[src/hw/lpdr_cfg.svh]
// constants for the low-power supply drop reset block
// assumes inclusion by the package, lpdr_top and the bench
`ifndef LPDR_CFG_SVH
`define LPDR_CFG_SVH
// apb register byte offsets
`define LPDR_OFF_CFG 12'h000
`define LPDR_OFF_POWER_CONTROL_REGISTER 12'h004
`define LPDR_OFF_IRQ_STAT 12'h008
`define LPDR_OFF_IRQ_MASK 12'h00c
// configuration word two layout (14 bits)
`define LPDR_CFG_W 14
`define LPDR_CFG_ERASED 14'h3fff
`define LPDR_BIT_LPEN_N 11
// power control register bit of the shared drop cause flag
`define LPDR_BIT_CAUSE_N 0
// irq bit positions
`define LPDR_IRQ_DROP 0
`define LPDR_IRQ_REL 1
`define LPDR_IRQ_W 2
// power-up delay time
`define LPDR_PWRT_US 64
`define LPDR_CLK_MHZ 125
`endif

[src/hw/lpdr_pkg.sv]
// types shared by the low-power supply drop reset block
// assumes lpdr_cfg.svh sits on the include path
`include "lpdr_cfg.svh"
package lpdr_pkg;
    // reset sequencer states
    typedef enum logic [1:0] {
        LPDR_RUN = 2'b00,
        LPDR_HOLD = 2'b01,
        LPDR_DELAY = 2'b10
    } lpdr_state_e;
    // supply comparator view
    typedef struct packed {
        logic below;  // supply below low-power threshold
        logic main_rst;  // main detector asks for reset
    } lpdr_supply_s;
endpackage

[src/hw/lpdr_delay.sv]
// power-up delay counter for the low-power supply drop reset block
// assumes one clock and an active-low asynchronous reset
`timescale 1ns/1ps
module lpdr_delay #(
    parameter int COUNT = 8000  // cycles of the delay
) (
    input wire logic core_clk_i,  // system clock
    input wire logic reset_n_i,  // async reset, low
    input wire logic start_i,  // restart the count
    output logic done_o  // count has run out
);
    // ****************
    // counter
    // ****************
    logic [31:0] cnt_reg;  // remaining cycles
    logic [31:0] cnt_next;  // next remaining
    // a zero count would release at once and hide the supply settling time
    if (COUNT < 1) begin : g_bad_count
        $error("delay count must be positive");
    end
    // count down from the load value
    always_comb begin
        cnt_next = cnt_reg;
        if (start_i) begin
            cnt_next = 32'(COUNT);
        end else if (cnt_reg != 32'h0) begin
            cnt_next = cnt_reg - 32'h1;
        end
    end
    always_ff @(posedge core_clk_i or negedge reset_n_i) begin
        if (!reset_n_i) begin
            cnt_reg <= 32'h0;
        end else begin
            cnt_reg <= cnt_next;
        end
    end
    assign done_o = (cnt_reg == 32'h0) && !start_i;
endmodule  // lpdr_delay

[src/hw/lpdr_top.sv]
// low-power supply drop reset with config word, cause flag and irq
// assumes comparator outputs already synchronous to core_clk_i
//
// Summary of operation
// - hold device reset while supply below threshold
// - drop reset clears the active-low cause flag
// - one cause flag shared by both detectors
// - active-low config bit enables the detector
// - erased config word leaves detector disabled
// - power-up delay after every release, always on (no enable bit)
//
// The APB slave port and the address map are this design's own decisions.
`timescale 1ns/1ps
`include "lpdr_cfg.svh"
module lpdr_top import lpdr_pkg::*; #(
    parameter int PWRT_CYCLES = `LPDR_PWRT_US * `LPDR_CLK_MHZ  // power-up delay
) (
    input wire logic core_clk_i,  // system clock 125 MHz
    input wire logic reset_n_i,  // async reset, low
    input wire logic low_power_drop_threshold_i,  // high: supply below threshold
    input wire logic main_drop_reset_i,  // main detector reset request
    input wire logic [`LPDR_CFG_W-1:0] cfg_word_i,  // configuration word two
    input wire logic cfg_load_i,  // pulse: config word valid
    input wire logic psel,  // apb select
    input wire logic penable,  // apb enable
    input wire logic pwrite,  // apb direction
    input wire logic [11:0] paddr,  // apb address
    input wire logic [31:0] pwdata,  // apb write data
    output logic [31:0] prdata,  // apb read data
    output logic pready,  // apb ready
    output logic pslverr,  // apb error
    output logic device_reset_o,  // device held in reset
    output logic irq_o  // interrupt level
);
    // ****************
    // state
    // ****************
    lpdr_state_e st_reg, st_next;  // sequencer state
    logic [`LPDR_CFG_W-1:0] cfg_reg, cfg_next;  // latched config word
    logic cause_n_reg, cause_n_next;  // shared drop cause flag
    logic [`LPDR_IRQ_W-1:0] stat_reg, stat_next;  // sticky events
    logic [`LPDR_IRQ_W-1:0] mask_reg, mask_next;  // irq mask
    logic rst_reg, rst_next;  // reset output
    logic irq_reg, irq_next;  // irq output
    logic [31:0] rd_reg, rd_next;  // read data
    logic rdy_reg, rdy_next;  // ready
    logic err_reg, err_next;  // error
    logic pwrt_done;  // delay ran out
    logic pwrt_start;  // restart delay
    logic lp_en;  // low-power detector enabled
    logic drop;  // any drop condition
    logic acc;  // apb access phase, first cycle
    logic wr;  // write lands at this edge, pready sampled high
    lpdr_supply_s sup;  // supply view
    assign sup = '{below: low_power_drop_threshold_i, main_rst: main_drop_reset_i};
    // a one disables; erased word is all ones so detector is off
    assign lp_en = !cfg_reg[`LPDR_BIT_LPEN_N];
    assign drop = (lp_en && sup.below) || sup.main_rst;
    assign acc = psel && penable && !rdy_reg;
    // the master samples pready high at this edge; only here may a write land
    assign wr = psel && penable && rdy_reg && pwrite;
    assign pwrt_start = (st_reg == LPDR_HOLD) && !drop;
    // address decode used for read and write
    function automatic logic [2:0] dec(input logic [11:0] a);
        if (a == `LPDR_OFF_CFG) dec = 3'h1;
        else if (a == `LPDR_OFF_POWER_CONTROL_REGISTER) dec = 3'h2;
        else if (a == `LPDR_OFF_IRQ_STAT) dec = 3'h3;
        else if (a == `LPDR_OFF_IRQ_MASK) dec = 3'h4;
        else dec = 3'h0;
    endfunction
    lpdr_delay #(.COUNT(PWRT_CYCLES)) u_delay (
        .core_clk_i(core_clk_i),
        .reset_n_i(reset_n_i),
        .start_i(pwrt_start),
        .done_o(pwrt_done)
    );
    // ****************
    // sequencer and flags
    // ****************
    always_comb begin
        st_next = st_reg;
        cfg_next = cfg_load_i ? cfg_word_i : cfg_reg;
        cause_n_next = cause_n_reg;
        stat_next = stat_reg;
        mask_next = mask_reg;
        rd_next = rd_reg;
        rdy_next = acc;  // exactly one wait state, ready pulses one cycle
        err_next = 1'b0;  // error only ever stands beside ready
        // read data and error are chosen in the first access cycle so that
        // they stand together with pready at the edge the master samples
        if (acc) begin
            if (!pwrite) begin
                rd_next = 32'h0;  // unused bits read as zero
                if (dec(paddr) == 3'h1) begin
                    rd_next[`LPDR_CFG_W-1:0] = cfg_reg;  // config word
                end else if (dec(paddr) == 3'h2) begin
                    rd_next[`LPDR_BIT_CAUSE_N] = cause_n_reg;  // shared cause flag
                end else if (dec(paddr) == 3'h3) begin
                    rd_next[`LPDR_IRQ_W-1:0] = stat_reg;  // sticky events
                end else if (dec(paddr) == 3'h4) begin
                    rd_next[`LPDR_IRQ_W-1:0] = mask_reg;  // irq mask
                end else begin
                    err_next = 1'b1;  // unmapped read
                end
            end else if (dec(paddr) == 3'h0) begin
                err_next = 1'b1;  // unmapped write, dropped
            end
        end
        // software writes first, hardware events override below; the write
        // waits for the ready edge so that an aborted access changes nothing
        if (wr) begin
            if (dec(paddr) == 3'h2) begin
                cause_n_next = pwdata[`LPDR_BIT_CAUSE_N];
            end else if (dec(paddr) == 3'h3) begin
                stat_next = stat_reg & ~pwdata[`LPDR_IRQ_W-1:0];  // write one to clear
            end else if (dec(paddr) == 3'h4) begin
                mask_next = pwdata[`LPDR_IRQ_W-1:0];  // mask takes whole field
            end
            // the config word is read only: a write there is ignored
        end
        case (st_reg)
            LPDR_RUN: begin
                if (drop) begin
                    st_next = LPDR_HOLD;
                end
            end
            LPDR_HOLD: begin
                // release only once supply back above threshold
                if (!drop) begin
                    st_next = LPDR_DELAY;  // always settle through the delay
                end
            end
            LPDR_DELAY: begin
                if (drop) st_next = LPDR_HOLD;
                else if (pwrt_done) st_next = LPDR_RUN;
            end
            default: st_next = LPDR_HOLD;
        endcase
        // the word carries no delay enable bit, so the delay always runs;
        // a drop in the same cycle as a software write wins over it
        if (drop) begin
            cause_n_next = 1'b0;
            stat_next[`LPDR_IRQ_DROP] = 1'b1;
        end
        if (st_reg == LPDR_DELAY && st_next == LPDR_RUN) begin
            stat_next[`LPDR_IRQ_REL] = 1'b1;
        end
        rst_next = (st_next != LPDR_RUN);
        irq_next = |(stat_next & mask_next);
    end
    always_ff @(posedge core_clk_i or negedge reset_n_i) begin
        if (!reset_n_i) begin
            st_reg <= LPDR_HOLD;
            cfg_reg <= `LPDR_CFG_ERASED;
            cause_n_reg <= 1'b1;
            stat_reg <= '0;
            mask_reg <= '0;
            rst_reg <= 1'b1;
            irq_reg <= 1'b0;
            rd_reg <= 32'h0;
            rdy_reg <= 1'b0;
            err_reg <= 1'b0;
        end else begin
            st_reg <= st_next;
            cfg_reg <= cfg_next;
            cause_n_reg <= cause_n_next;
            stat_reg <= stat_next;
            mask_reg <= mask_next;
            rst_reg <= rst_next;
            irq_reg <= irq_next;
            rd_reg <= rd_next;
            rdy_reg <= rdy_next;
            err_reg <= err_next;
        end
    end
    assign prdata = rd_reg;
    assign pready = rdy_reg;
    assign pslverr = err_reg;
    assign device_reset_o = rst_reg;
    assign irq_o = irq_reg;
    // ****************
    // checks
    // ****************
    a_hold_while_low: assert property (@(posedge core_clk_i) disable iff (!reset_n_i)
        drop |=> device_reset_o) else $error("reset not held during drop");
    a_cause_flag_set: assert property (@(posedge core_clk_i) disable iff (!reset_n_i)
        drop |=> !cause_n_reg) else $error("cause flag not cleared on drop");
    a_shared_flag: assert property (@(posedge core_clk_i) disable iff (!reset_n_i)
        sup.main_rst |=> !cause_n_reg) else $error("main drop missed shared flag");
    a_erased_off: assert property (@(posedge core_clk_i) disable iff (!reset_n_i)
        cfg_reg[`LPDR_BIT_LPEN_N] && sup.below && !sup.main_rst |-> !drop)
        else $error("disabled detector acted");
    a_erased_reset: assert property (@(posedge core_clk_i) disable iff (!reset_n_i)
        $rose(reset_n_i) |-> cfg_reg == `LPDR_CFG_ERASED) else $error("bad erased word");
    a_delay_held: assert property (@(posedge core_clk_i) disable iff (!reset_n_i)
        $fell(drop) ##0 !drop[*2] |-> device_reset_o) else $error("released before delay");
    a_flag_sticky: assert property (@(posedge core_clk_i) disable iff (!reset_n_i)
        !cause_n_reg && !wr |=> !cause_n_reg) else $error("flag lost");
    a_ready_pulse: assert property (@(posedge core_clk_i) disable iff (!reset_n_i)
        pready |=> !pready) else $error("ready stood two cycles");
    a_err_ready: assert property (@(posedge core_clk_i) disable iff (!reset_n_i)
        pslverr |-> pready) else $error("error without ready");
    a_release_event: assert property (@(posedge core_clk_i) disable iff (!reset_n_i)
        st_reg == LPDR_DELAY && pwrt_done && !drop |=> !device_reset_o && stat_reg[`LPDR_IRQ_REL])
        else $error("release not recorded");
    a_irq_level: assert property (@(posedge core_clk_i) disable iff (!reset_n_i)
        ##1 irq_o == |(stat_reg & mask_reg)) else $error("irq mismatch");
endmodule  // lpdr_top

[config.mk]
export PLATFORM = sky130hd
export DESIGN_NAME = lpdr_top
export DESIGN_NICKNAME = d
export VERILOG_FILES = /design/src/hw/lpdr_pkg.sv /design/src/hw/lpdr_delay.sv /design/src/hw/lpdr_top.sv
export VERILOG_INCLUDE_DIRS = /design/src /design/src/hw
export SDC_FILE = /design/constraint.sdc
export NUM_CORES = 1
export LEC_CHECK = 0
export BUFFER_PORTS_ARGS = -buffer_cell sky130_fd_sc_hd__buf_4
export CAP_MARGIN = 20
export CORE_MARGIN = 5
export CORE_UTILIZATION = 25
export DETAILED_ROUTE_END_ITERATION = 10
export HOLD_SLACK_MARGIN = 0.08
export PLACE_DENSITY = 0.43
export SYNTH_ARGS = -nofsm -noshare
export SYNTH_HDL_FRONTEND = slang
export SYNTH_SLANG_ARGS = --single-unit
[constraint.sdc]
create_clock -name core_clk_i -period 3.5 [get_ports core_clk_i]
set_clock_uncertainty 0.1 [all_clocks]
set_input_delay 0.35 -clock core_clk_i [delete_from_list [all_inputs] [get_ports core_clk_i]]
set_output_delay 0.35 -clock core_clk_i [all_outputs]
set_load 0.1 [all_outputs]
# Word level (Yosys, flattened, before mapping)
# Index checks and enable logic that the tools add are counted.
[word_totals]
reg_bits = 71
latchBits = 0
mem_bits_rw = 0
mem_bits_ro = 0
in_bits = 66
output_inout_bits = 36
elab_cells = 112
mem_count = 0
[classes]
n_addsub = 1
n_mul = 0
div = 0
magnitude_cmp = 0
eq_ne = 12
shifts = 0
mux = 58
bitwise = 4
reduce_logical = 26
[ops]
columns = ["cell", "n"]
rows = [
  ["3-bit two-way mux", 26],
  ["32-bit two-way mux", 2],
  ["32-bit zero test", 1],
  ["32-bit nonzero test", 1],
  ["32-bit by 1-bit subtractor with 32-bit output, second input constant", 1],
  ["2-bit two-way mux", 14],
  ["12-bit by 4-bit == test with 1-bit output, second input constant", 2],
  ["1-bit two-way mux", 14],
  ["12-bit by 3-bit == test with 1-bit output, second input constant", 1],
  ["3-bit by 2-bit == test with 1-bit output, second input constant", 4],
  ["12-bit zero test", 1],
  ["12-bit two-way mux", 1],
  ["1-bit logical AND", 8],
  ["2-bit nonzero test", 4],
  ["3-bit == test, second input constant", 2],
  ["2-bit one-hot mux with 3 select lines", 1],
  ["2-bit bitwise AND", 2],
  ["1-bit zero test", 4],
  ["2-bit zero test", 2],
  ["2-bit AND reduction", 2],
  ["3-bit by 1-bit == test with 1-bit output, second input constant", 1],
  ["3-bit zero test", 1],
  ["2-bit by 1-bit == test with 1-bit output, second input constant", 1],
  ["2-bit == test, second input constant", 1],
  ["4 further kinds", 4],
]

# Longest topological paths before layout
# Gate-level depths: netlist (run 1).
[depth]
word_depth = 29
mapped_depth = 8
depth_no_buf = 7

# Modules after synthesis
# From an unflattened synthesis (run 1), not the netlist that was laid out.
[unflattened]
cells_unflattened = 319
hier_area_um2 = 3542.1
[modules_own_cells]
columns = ["mod", "instances", "cells_per_inst", "area_per_inst_um2", "seq_area_each_um2"]
rows = [
  ["lpdr_top", 1, 137, 1796.7, 997.2],
  ["lpdr_delay", 1, 182, 1745.4, 800.8],
]

# Worst setup path after synthesis (run 1)
# Ideal clock, no wire load.
[synth_timing]
kind = "register -> register"
start = "reg rdy_reg (netlist: pready)"
end = "reg rd_reg[10] (netlist: prdata[10])"
setup_time_ns = 0.069
arrival_time_ns = 2.160
required_ns = 3.331
path_slack_ns = 1.171
stages_incl_launch_ff = 6
period_less_slack_ns = 2.329
path_cell_list = "dfrtp_1 -> or3_1 -> clkbuf_1 -> nor4_1 -> clkbuf_1 -> a22o_1"
[synth_between]
elab_chain_cells = 3
[synth_rtl]
columns = ["item", "line_no", "text"]
rows = [
  ["from (decl)", "lpdr_top.sv:46", "logic rdy_reg, rdy_next;"],
  ["from (signal assigned)", "lpdr_top.sv:172", "rdy_reg <= rdy_next;"],
  ["1-bit zero test", "lpdr_top.sv:59", "assign acc = psel && penable && !rdy_reg;"],
  ["1-bit logical AND", "lpdr_top.sv:59", ""],
  ["2-bit AND reduction (no line)", "n/a", ""],
  ["to (signal assigned)", "lpdr_top.sv:171", "rd_reg <= rd_next;"],
  ["to (decl)", "lpdr_top.sv:45", "logic [31:0] rd_reg, rd_next;"],
]
# Every way passes these cells.
# A chain may end at the register's enable or synchronous reset.

# Worst setup path after layout (run 1)
[layout_timing]
start = "reg u_delay.cnt_reg[0]"
end = "reg u_delay.cnt_reg[31]"
[layout_between]
elab_chain_cells = 3
word_cells_on_any_way = 5
classes_between = "add/sub (1); mux (2); reduce/logical (2)"
[layout_rtl]
columns = ["item", "line_no", "text"]
rows = [
  ["from (decl)", "lpdr_delay.sv:15", "logic [31:0] cnt_reg;"],
  ["from (signal assigned)", "lpdr_delay.sv:34", "cnt_reg <= cnt_next;"],
  ["32-bit by 1-bit subtractor with 32-bit output", "lpdr_delay.sv:27", "cnt_next = cnt_reg - 32'h1;"],
  ["32-bit two-way mux", "lpdr_delay.sv:26", "end else if (cnt_reg != 32'h0) begin"],
  ["32-bit two-way mux", "lpdr_delay.sv:24", "if (start_i) begin"],
]
# Parallel ways exist; a longest one is shown, timed or not. The select of a mux whose other input is x is not followed.

==> impl_metrics.json, run 1 <==
{
  "largest_reg_flops": 32,
  "h-tree-depth": 3,
  "ys.warnings.count": 0,
  "crit_path_end_kind": "register",
  "setup_tns_ps": 0,
  "drc_errors": 0,
  "use_met1_pct": 14.4,
  "finalMaxSlewViolations": 0,
  "fp.dieW_um": 129,
  "setup_viol": 0,
  "cts_tree": "done",
  "r2r-start": "u_delay.cnt_reg[0]$_DFFE_PN0N_",
  "drtIter0Drc": 147,
  "synth-edff-count": 0,
  "r2r_end": "u_delay.cnt_reg[31]$_DFFE_PN0N_",
  "fillers": 1425,
  "fin_cells": 575,
  "reg2reg_depth": 7,
  "hold_slack_ps": 49.8,
  "path_max_fanout": 11,
  "worst-r2r-setup-slack_ps": 740,
  "boundaryPins": 102,
  "start_util_pct": 25.5,
  "postSynthAreaPerCell_um2": 10.5,
  "fin_area_mm2": 0.00441,
  "grt_max_degree": 72,
  "postCtsHoldBufs": 0,
  "core_mm2": 0.0139,
  "netlist.area_leader.share_pct": 38.0,
  "clkSinkCount": 71,
  "cp.required_ps": 3600,
  "cts_setup_buffers": 0,
  "fmax_mhz": 362,
  "die-area_mm2": 0.0167,
  "wl_per_cell_um": 14.7,
  "ir_drop_uv": 266,
  "seq_area_frac_synth_pct": 50.6,
  "grt_pass1_wl_mm": 13.7,
  "rsz0062_at_grt": "false",
  "yosysTopAreaCell": "dfrtp_1",
  "nets": 458,
  "ys_ff_latch": 71,
  "crit_chain": "inv_1, ha_1, nor4b_1, nand4_1, o21ai_1, nor4_1, mux2i_1",
  "fin_crit_ps": 2760,
  "cts-buffers-inserted": 9,
  "rows": 43,
  "hold_path.class": "primary input to asynchronous set/reset pin",
  "antenna_found_initial": 0,
  "antenna_cells": 0,
  "crit_slowest_cell": "o21ai_1",
  "powerDensity_mw_per_mm2": 544,
  "clk_latency_ps": 330,
  "final_common_cell": "buf_4",
  "busiest_layer": "met2",
  "clk_path_buf_depth": 2,
  "post-route-util_pct": 31.6,
  "via_per_inst": 4.78,
  "met3_usage_pct": 3.01,
  "track_usage_pct": 10.2,
  "critPathLaunchType": "register",
  "finalCritPeriodShare_pct": 78.8,
  "synthToLayoutAreaGrowth_pct": 24.0,
  "grtUsageMet2_pct": 15.1,
  "via_count": 2747,
  "cap_viol_max_count": 0,
  "io_buffers": 53,
  "ctsResizeCount": 0,
  "status": "completed",
  "firstDrtPassIters": 4,
  "cts_root_buffer": "clkbuf_16",
  "synth_area_mm2": 0.00355,
  "clkTransAtPathRegs_ps": 60,
  "place_inst": 559,
  "worstPathArrival_ps": 2860,
  "drive_gt1_share_pct": 28.6,
  "critPathKind": "register to register",
  "mostFrequentLayoutCells": "buf_4, dfrtp_1, nor2_1",
  "synth_area_leaders": "dfrtp_1, dfstp_2, mux2_2",
  "cpPeakStageDelay_ps": 620,
  "async_flop_share_pct": 100,
  "synthFlopType": "dfrtp_1",
  "final-hold-violation-count": 0,
  "place_congestion": 0.764,
  "worst_slew_pin_slew_ps": 907,
  "synthCells": 337,
  "routed_wl_mm": 8.44,
  "ys_types": 51,
  "globalRouteOverflowTotal": 0,
  "die_h_um": 129,
  "ant_nets": 0,
  "place_area_mm2": 0.00409,
  "relSlewSlack_pct": 39.5,
  "dp_hpwl_mm": 5.85,
  "grt_pass1_vias": 2592,
  "static-leakage-power_nw": 1.90
}
## layout make-up
| class | count | area (um2) | area share [%] |
|---|---|---|---|
| multi-input cells | 246 | 1620 | 36.7 |
| repair buffers | 57 | 428 | 9.71 |
| flip-flops and latches | 71 | 1800 | 40.8 |
| clock inverters | 7 | 95.1 | 2.16 |
| well taps | 180 | 225 | 5.11 |
| inverters | 5 | 18.8 | 0.426 |
| clock buffers | 9 | 225 | 5.11 |
## layer usage
metal / part of all wire (%) / up-vias
li1: - / 1340
met1: 50 / 1321
met2: 42 / 76
met3: 6.6 / 10
met4: 1.4 / 0
met5: 0 / -
## metrics by stage
step           total power (W)  setup slack [ps]
4_1_cts                0.00244               703
2_1_floorplan          0.00131              1170
6_report               0.00240               741
3_3_place_gp           0.00142               747
3_5_place_dp           0.00143               743
5_1_grt                0.00252               346
## critical path: cells and delay by family, from the launching register on
family,cells,cell delay [ps]
simple gates,3,1070
compound gates,1,620
mux,1,160
fa+ha+maj,1,160
buf+inv,1,120
flops,1,400
## Yosys cell counts (all sizes together) (2+ instances only)
| cell type | count |
|---|---|
| a211oi | 2 |
| a22o | 14 |
| mux2i | 3 |
| a21oi | 15 |
| dfrtp | 54 |
| nand3b | 2 |
| and4 | 5 |
| nor3 | 7 |
| mux2 | 15 |
| a31oi | 4 |
| nor4 | 10 |
| o41ai | 2 |
| a31o | 2 |
| xnor2 | 3 |
| inv | 5 |
| o31ai | 9 |
| nand4b | 2 |
| ha | 2 |
| a211o | 2 |
| or2 | 2 |
| nand2 | 19 |
| nor3b | 2 |
| dfstp | 17 |
| xor2 | 3 |
| o21ai | 13 |
| buf | 19 |
| or4 | 16 |
| nor2 | 30 |
| clkbuf | 13 |
| nand4 | 9 |
| nand3 | 10 |
| a21o | 4 |
| nand2b | 5 |
| or3 | 8 |
## cell families (layout without fill, tap and decap cells)
| kind of cell | count (synthesis) | in the layout | share of synthesized area (%) |
|---|---|---|---|
| buf+inv | 37 | 78 | 5.85 |
| fa+ha+maj | 2 | 2 | 0.704 |
| xor+xnor | 6 | 6 | 1.48 |
| simple gates | 131 | 131 | 21.4 |
| other cells | 1 | 18 | 0.106 |
| flops | 71 | 71 | 50.6 |
| compound gates | 70 | 70 | 13.6 |
| mux | 19 | 19 | 6.23 |
## power breakdown
part | leakage, nW | total (W) | switching (W) | internal (W)
Combinational | 0.853 | 0.000450 | 0.000302 | 0.000148
Clock | 0.156 | 0.000988 | 0.000362 | 0.000626
Sequential | 0.887 | 0.000960 | 0.0000629 | 0.000897
Total | 1.90 | 0.00240 | 0.000727 | 0.00167
## worst max path at each step
| stage | start | to | slack, ps | depth (start not counted) |
|---|---|---|---|---|
| 5_1_grt | u_delay.cnt_reg[0]$_DFFE_PN0N_ | u_delay.cnt_reg[31]$_DFFE_PN0N_ | 350 | 7 |
| 4_1_cts | u_delay.cnt_reg[0]$_DFFE_PN0N_ | u_delay.cnt_reg[31]$_DFFE_PN0N_ | 700 | 7 |
| 3_3_place_gp | u_delay.cnt_reg[0]$_DFFE_PN0N_ | u_delay.cnt_reg[31]$_DFFE_PN0N_ | 750 | 7 |
| 2_1_floorplan | pready$_DFF_PN0_ | prdata[10]$_DFFE_PN0P_ | 1170 | 5 |
| 3_5_place_dp | u_delay.cnt_reg[0]$_DFFE_PN0N_ | u_delay.cnt_reg[31]$_DFFE_PN0N_ | 740 | 7 |
| 6_report | u_delay.cnt_reg[0]$_DFFE_PN0N_ | u_delay.cnt_reg[31]$_DFFE_PN0N_ | 740 | 7 |
Note: power is estimated with default switching activity, not from simulation.
==> run 2: changes to the inputs <==
Clock period 3.5 ns to 2.61 ns, I/O delays scaled along.
==> run 2 against run 1 <==
  * Combinational power grew 52%
  * Sequential cell count is the same
  * Non-clock buffer count grew 24
  * Final cell count grew 4.2%
  * Critical path depth shrank 2
  * Design area grew 5.3%
==> impl_metrics.json, run 2 (synthesis results as in run 1) <==
{
  "fillers": 1409,
  "status": "completed",
  "globalRouteOverflowTotal": 0,
  "clkSinkCount": 71,
  "mostFrequentLayoutCells": "buf_4, dfrtp_1, nor2_1",
  "crit_family": "simple AND/OR/NAND/NOR gates",
  "powerDensity_mw_per_mm2": 719,
  "dp_hpwl_mm": 6.07,
  "final-hold-violation-count": 0,
  "core_mm2": 0.0139,
  "worstPathArrival_ps": 2580,
  "finalWorstSetupSlack_ps": 206,
  "setup_viol": 0,
  "cts_tree": "done",
  "cap_viol_max_count": 0,
  "critPathKind": "register to register",
  "ir_drop_uv": 284,
  "drc_errors": 0,
  "critPathBufInv": 0,
  "cts_root_buffer": "clkbuf_16",
  "io_buffers": 53,
  "h-tree-depth": 3,
  "finalCritPeriodShare_pct": 92.1,
  "routed_wl_mm": 8.85,
  "place_congestion": 0.747,
  "fin_cells": 599,
  "drive_gt1_share_pct": 29.4,
  "path_max_fanout": 5,
  "clkTransAtPathRegs_ps": 60,
  "crit_top_cell": "or4_1",
  "rsz0062_at_grt": "false",
  "ant_nets": 0,
  "clk_latency_ps": 340,
  "antenna_cells": 0,
  "boundaryPins": 102,
  "via_count": 2834,
  "grt_max_degree": 72,
  "critPathLaunchType": "register",
  "cpPeakStageDelay_ps": 580,
  "worst_slew_pin_slew_ps": 923,
  "fp.dieW_um": 129,
  "setup_tns_ps": 0,
  "post-route-util_pct": 33.3,
  "antenna_found_initial": 0,
  "static-leakage-power_nw": 2.00,
  "crit_slowest_cell": "or4_1",
  "track_usage_pct": 11.0,
  "relSlewSlack_pct": 38.5,
  "hold_path.class": "primary input to register",
  "via_per_inst": 4.73,
  "cts-buffers-inserted": 9,
  "rows": 43,
  "pre_cts_slack_ps": 164,
  "fmax_mhz": 416,
  "synthToLayoutAreaGrowth_pct": 30.6,
  "cp.required_ps": 2780,
  "die-area_mm2": 0.0167,
  "crit_chain": "nor4_2, nand3_1, or4_1, or4_1, o21ai_1",
  "fin_crit_ps": 2400,
  "place_inst": 568,
  "wl_per_cell_um": 14.8,
  "grt_pass1_wl_mm": 14.4,
  "drtIter0Drc": 99,
  "finalMaxSlewViolations": 0,
  "grt_pass1_vias": 2823,
  "final_common_cell": "buf_4",
  "nets": 482,
  "firstDrtPassIters": 6,
  "total_power_w": 0.00333,
  "die_h_um": 129,
  "clk_path_buf_depth": 2,
  "crit_path_end_kind": "register",
  "start_util_pct": 25.5,
  "largest_reg_flops": 32
}
## run 2: metrics by stage
step	area (um2)	hold slack, ps
after floorplan	3620	-135
after global placement	4160	372
after detailed placement	4160	361
after CTS	4640	81.0
after global routing	4640	90.7
final	4640	95.4
## run 2: layout make-up
cell class | count | area (um2) | area share, %
clock buffer | 10 | 239 | 5.15
clock inverter | 6 | 92.6 | 2.00
inverter | 5 | 18.8 | 0.405
multi-input combinational | 246 | 1620 | 34.9
sequential | 71 | 1800 | 38.8
tap | 180 | 225 | 4.85
timing repair buffer | 81 | 646 | 13.9
## run 2: worst paths after layout
check,startpoint,to,slack (ps),cells after the start
hold / removal,pwdata[1],mask_reg[1]$_DFF_PN0_,100,2
setup / recovery,u_delay.cnt_reg[7]$_DFFE_PN0N_,u_delay.cnt_reg[27]$_DFFE_PN0N_,210,5
max in group asynchronous,reset_n_i,pready$_DFF_PN0_,1310,2
hold reg to reg,prdata[0]$_DFFE_PN0P_,prdata[0]$_DFFE_PN0P_,390,2
min in group asynchronous,reset_n_i,prdata[10]$_DFFE_PN0P_,510,2
setup reg to reg,u_delay.cnt_reg[7]$_DFFE_PN0N_,u_delay.cnt_reg[27]$_DFFE_PN0N_,210,5
## run 2: power by group
part / switching (W) / total [W] / internal, W
Clock: 0.000493 / 0.00136 / 0.000867
Sequential: 0.0000890 / 0.00129 / 0.00120
Combinational: 0.000417 / 0.000683 / 0.000265
Total: 0.00100 / 0.00333 / 0.00234
## run 2: layer usage
metal / up-vias / part of all wire (%) / GRT usage, %
li1: 1384 / - / -
met1: 1355 / 48 / 14.6
met2: 81 / 43 / 16.6
met3: 14 / 7.3 / 3.67
met4: 0 / 1.7 / 4.26
met5: - / 0 / 0
## run 2: timing repair
action | 4_1_cts | 5_1_grt
setup buffers | 0 | 0
hold buffers | 15 | 0
setup endpoints to repair | 0 | 1
hold endpoints to repair | 68 | 0
gates resized for setup | 0 | 1
==> run 3: changes to the inputs <==
Settings changed: REMOVE_ABC_BUFFERS from default to 1.
==> run 3 against run 2 <==
  * Sequential power barely moved
  * Clock power decreased by 9.6%
  * Die area stayed put
  * Critical path depth grew 2
  * Non-clock buffer count grew 1
==> impl_metrics.json, run 3 (synthesis results as in run 1) <==
{
  "cpPeakStageDelay_ps": 490,
  "h-tree-depth": 3,
  "cts_root_buffer": "clkbuf_16",
  "cap_viol_max_count": 0,
  "critPathKind": "register to register",
  "finalWorstSetupSlack_ps": 176,
  "powerDensity_mw_per_mm2": 694,
  "crit_chain": "inv_1, ha_1, or3b_1, nor4_4, nand4_1, or4_1, a21oi_1",
  "clkTransAtPathRegs_ps": 60,
  "ir_drop_uv": 296,
  "worst_slew_pin_slew_ps": 930,
  "antenna_cells": 0,
  "final-hold-violation-count": 0,
  "drc_errors": 0,
  "cts_setup_buffers": 0,
  "wl_per_cell_um": 14.6,
  "static-leakage-power_nw": 2.00,
  "synthToLayoutAreaGrowth_pct": 29.7,
  "boundaryPins": 102,
  "drtIter0Drc": 186,
  "finalCritPeriodShare_pct": 93.2,
  "clk_path_buf_depth": 2,
  "dp_hpwl_mm": 6.04,
  "path_max_fanout": 5,
  "cts_tree": "done",
  "critPathBufInv": 1,
  "globalRouteOverflowTotal": 0,
  "routed_wl_mm": 8.76,
  "via_count": 2818,
  "core_mm2": 0.0139,
  "final_common_cell": "buf_4",
  "die_h_um": 129,
  "mostFrequentLayoutCells": "buf_4, dfrtp_1, nor2_1",
  "fmax_mhz": 411,
  "relSlewSlack_pct": 38.0,
  "cts-buffers-inserted": 9,
  "start_util_pct": 25.5,
  "ctsResizeCount": 0,
  "fp.dieW_um": 129,
  "antenna_found_initial": 0,
  "grt_pass1_vias": 2819,
  "track_usage_pct": 10.8,
  "die-area_mm2": 0.0167,
  "critPathLaunchType": "register",
  "rsz0062_at_grt": "false",
  "crit_path_end_kind": "register",
  "io_buffers": 53,
  "pre_cts_slack_ps": 171,
  "crit_family": "simple AND/OR/NAND/NOR gates",
  "status": "completed",
  "rows": 43,
  "clk_latency_ps": 340,
  "clkSinkCount": 71,
  "postCtsHoldBufs": 15,
  "fin_crit_ps": 2430,
  "crit_slowest_cell": "or3b_1",
  "hold_slack_ps": 100,
  "firstDrtPassIters": 4,
  "grt_pass1_wl_mm": 14.4,
  "via_per_inst": 4.70,
  "largest_reg_flops": 32,
  "nets": 483,
  "ant_nets": 0,
  "cp.required_ps": 2770,
  "grt_max_degree": 72,
  "setup_viol": 0,
  "finalMaxSlewViolations": 0,
  "worstPathArrival_ps": 2600,
  "hold_path.class": "primary input to register",
  "drive_gt1_share_pct": 29.3,
  "place_congestion": 0.761
}
==> run 3: area by class of cell <==
| cell class | instances | area (um2) |
|---|---|---|
| clock buffer | 9 | 225 |
| clock inverter | 7 | 71.3 |
| tap | 180 | 225 |
| timing repair buffer | 82 | 653 |
| inverter | 5 | 18.8 |
| fill | 1450 | 9330 |
| sequential | 71 | 1800 |
| multi-input combinational | 246 | 1620 |
==> run 3: through the flow <==
stage               cells  instance area (um2)  power [W]  utilization (%)  TNS, ps
finish                600                 4610    0.00320             33.1        0
global placement      569                 4160    0.00196             29.9        0
floorplan             322                 3430    0.00172                -    -2200
CTS                   600                 4610    0.00326             33.1        0
global route          600                 4610    0.00338             33.1        0
detailed placement    569                 4160    0.00197             29.9        0
==> run 3: power by group <==
group	leakage, nW	internal (W)	switching (W)
sequential	0.887	0.00120	0.0000880
clock	0.150	0.000741	0.000492
combinational	0.961	0.000260	0.000415
total	2.00	0.00220	0.000995
==> run 3: metal layers <==
metal / vias up / share of wire [%] / global-route usage, %
li1: 1394 / - / -
met1: 1318 / 47 / 14.7
met2: 95 / 44 / 16.2
met3: 11 / 8.1 / 4.04
met4: 0 / 1.5 / 3.15
met5: - / 0 / 0
==> run 3: path summary, 6_finish.rpt <==
kind,startpoint,end,slack [ps],cells after the start
worst min-delay path,pwdata[0],cause_n_reg$_DFFE_PN1P_,100,3
worst max register to register,u_delay.cnt_reg[0]$_DFFE_PN0N_,u_delay.cnt_reg[30]$_DFFE_PN0N_,180,7
worst min register to register,prdata[1]$_DFFE_PN0P_,prdata[1]$_DFFE_PN0P_,390,2
min in group asynchronous,reset_n_i,prdata[4]$_DFFE_PN0P_,510,2
max in group asynchronous,reset_n_i,u_delay.cnt_reg[31]$_DFFE_PN0N_,1300,2
worst max-delay path,u_delay.cnt_reg[0]$_DFFE_PN0N_,u_delay.cnt_reg[30]$_DFFE_PN0N_,180,7
==> run 3: worst min-delay path, stage by stage <==
cell     delay, ps
buf_4           90
mux2i_1         50
nor2_1          90
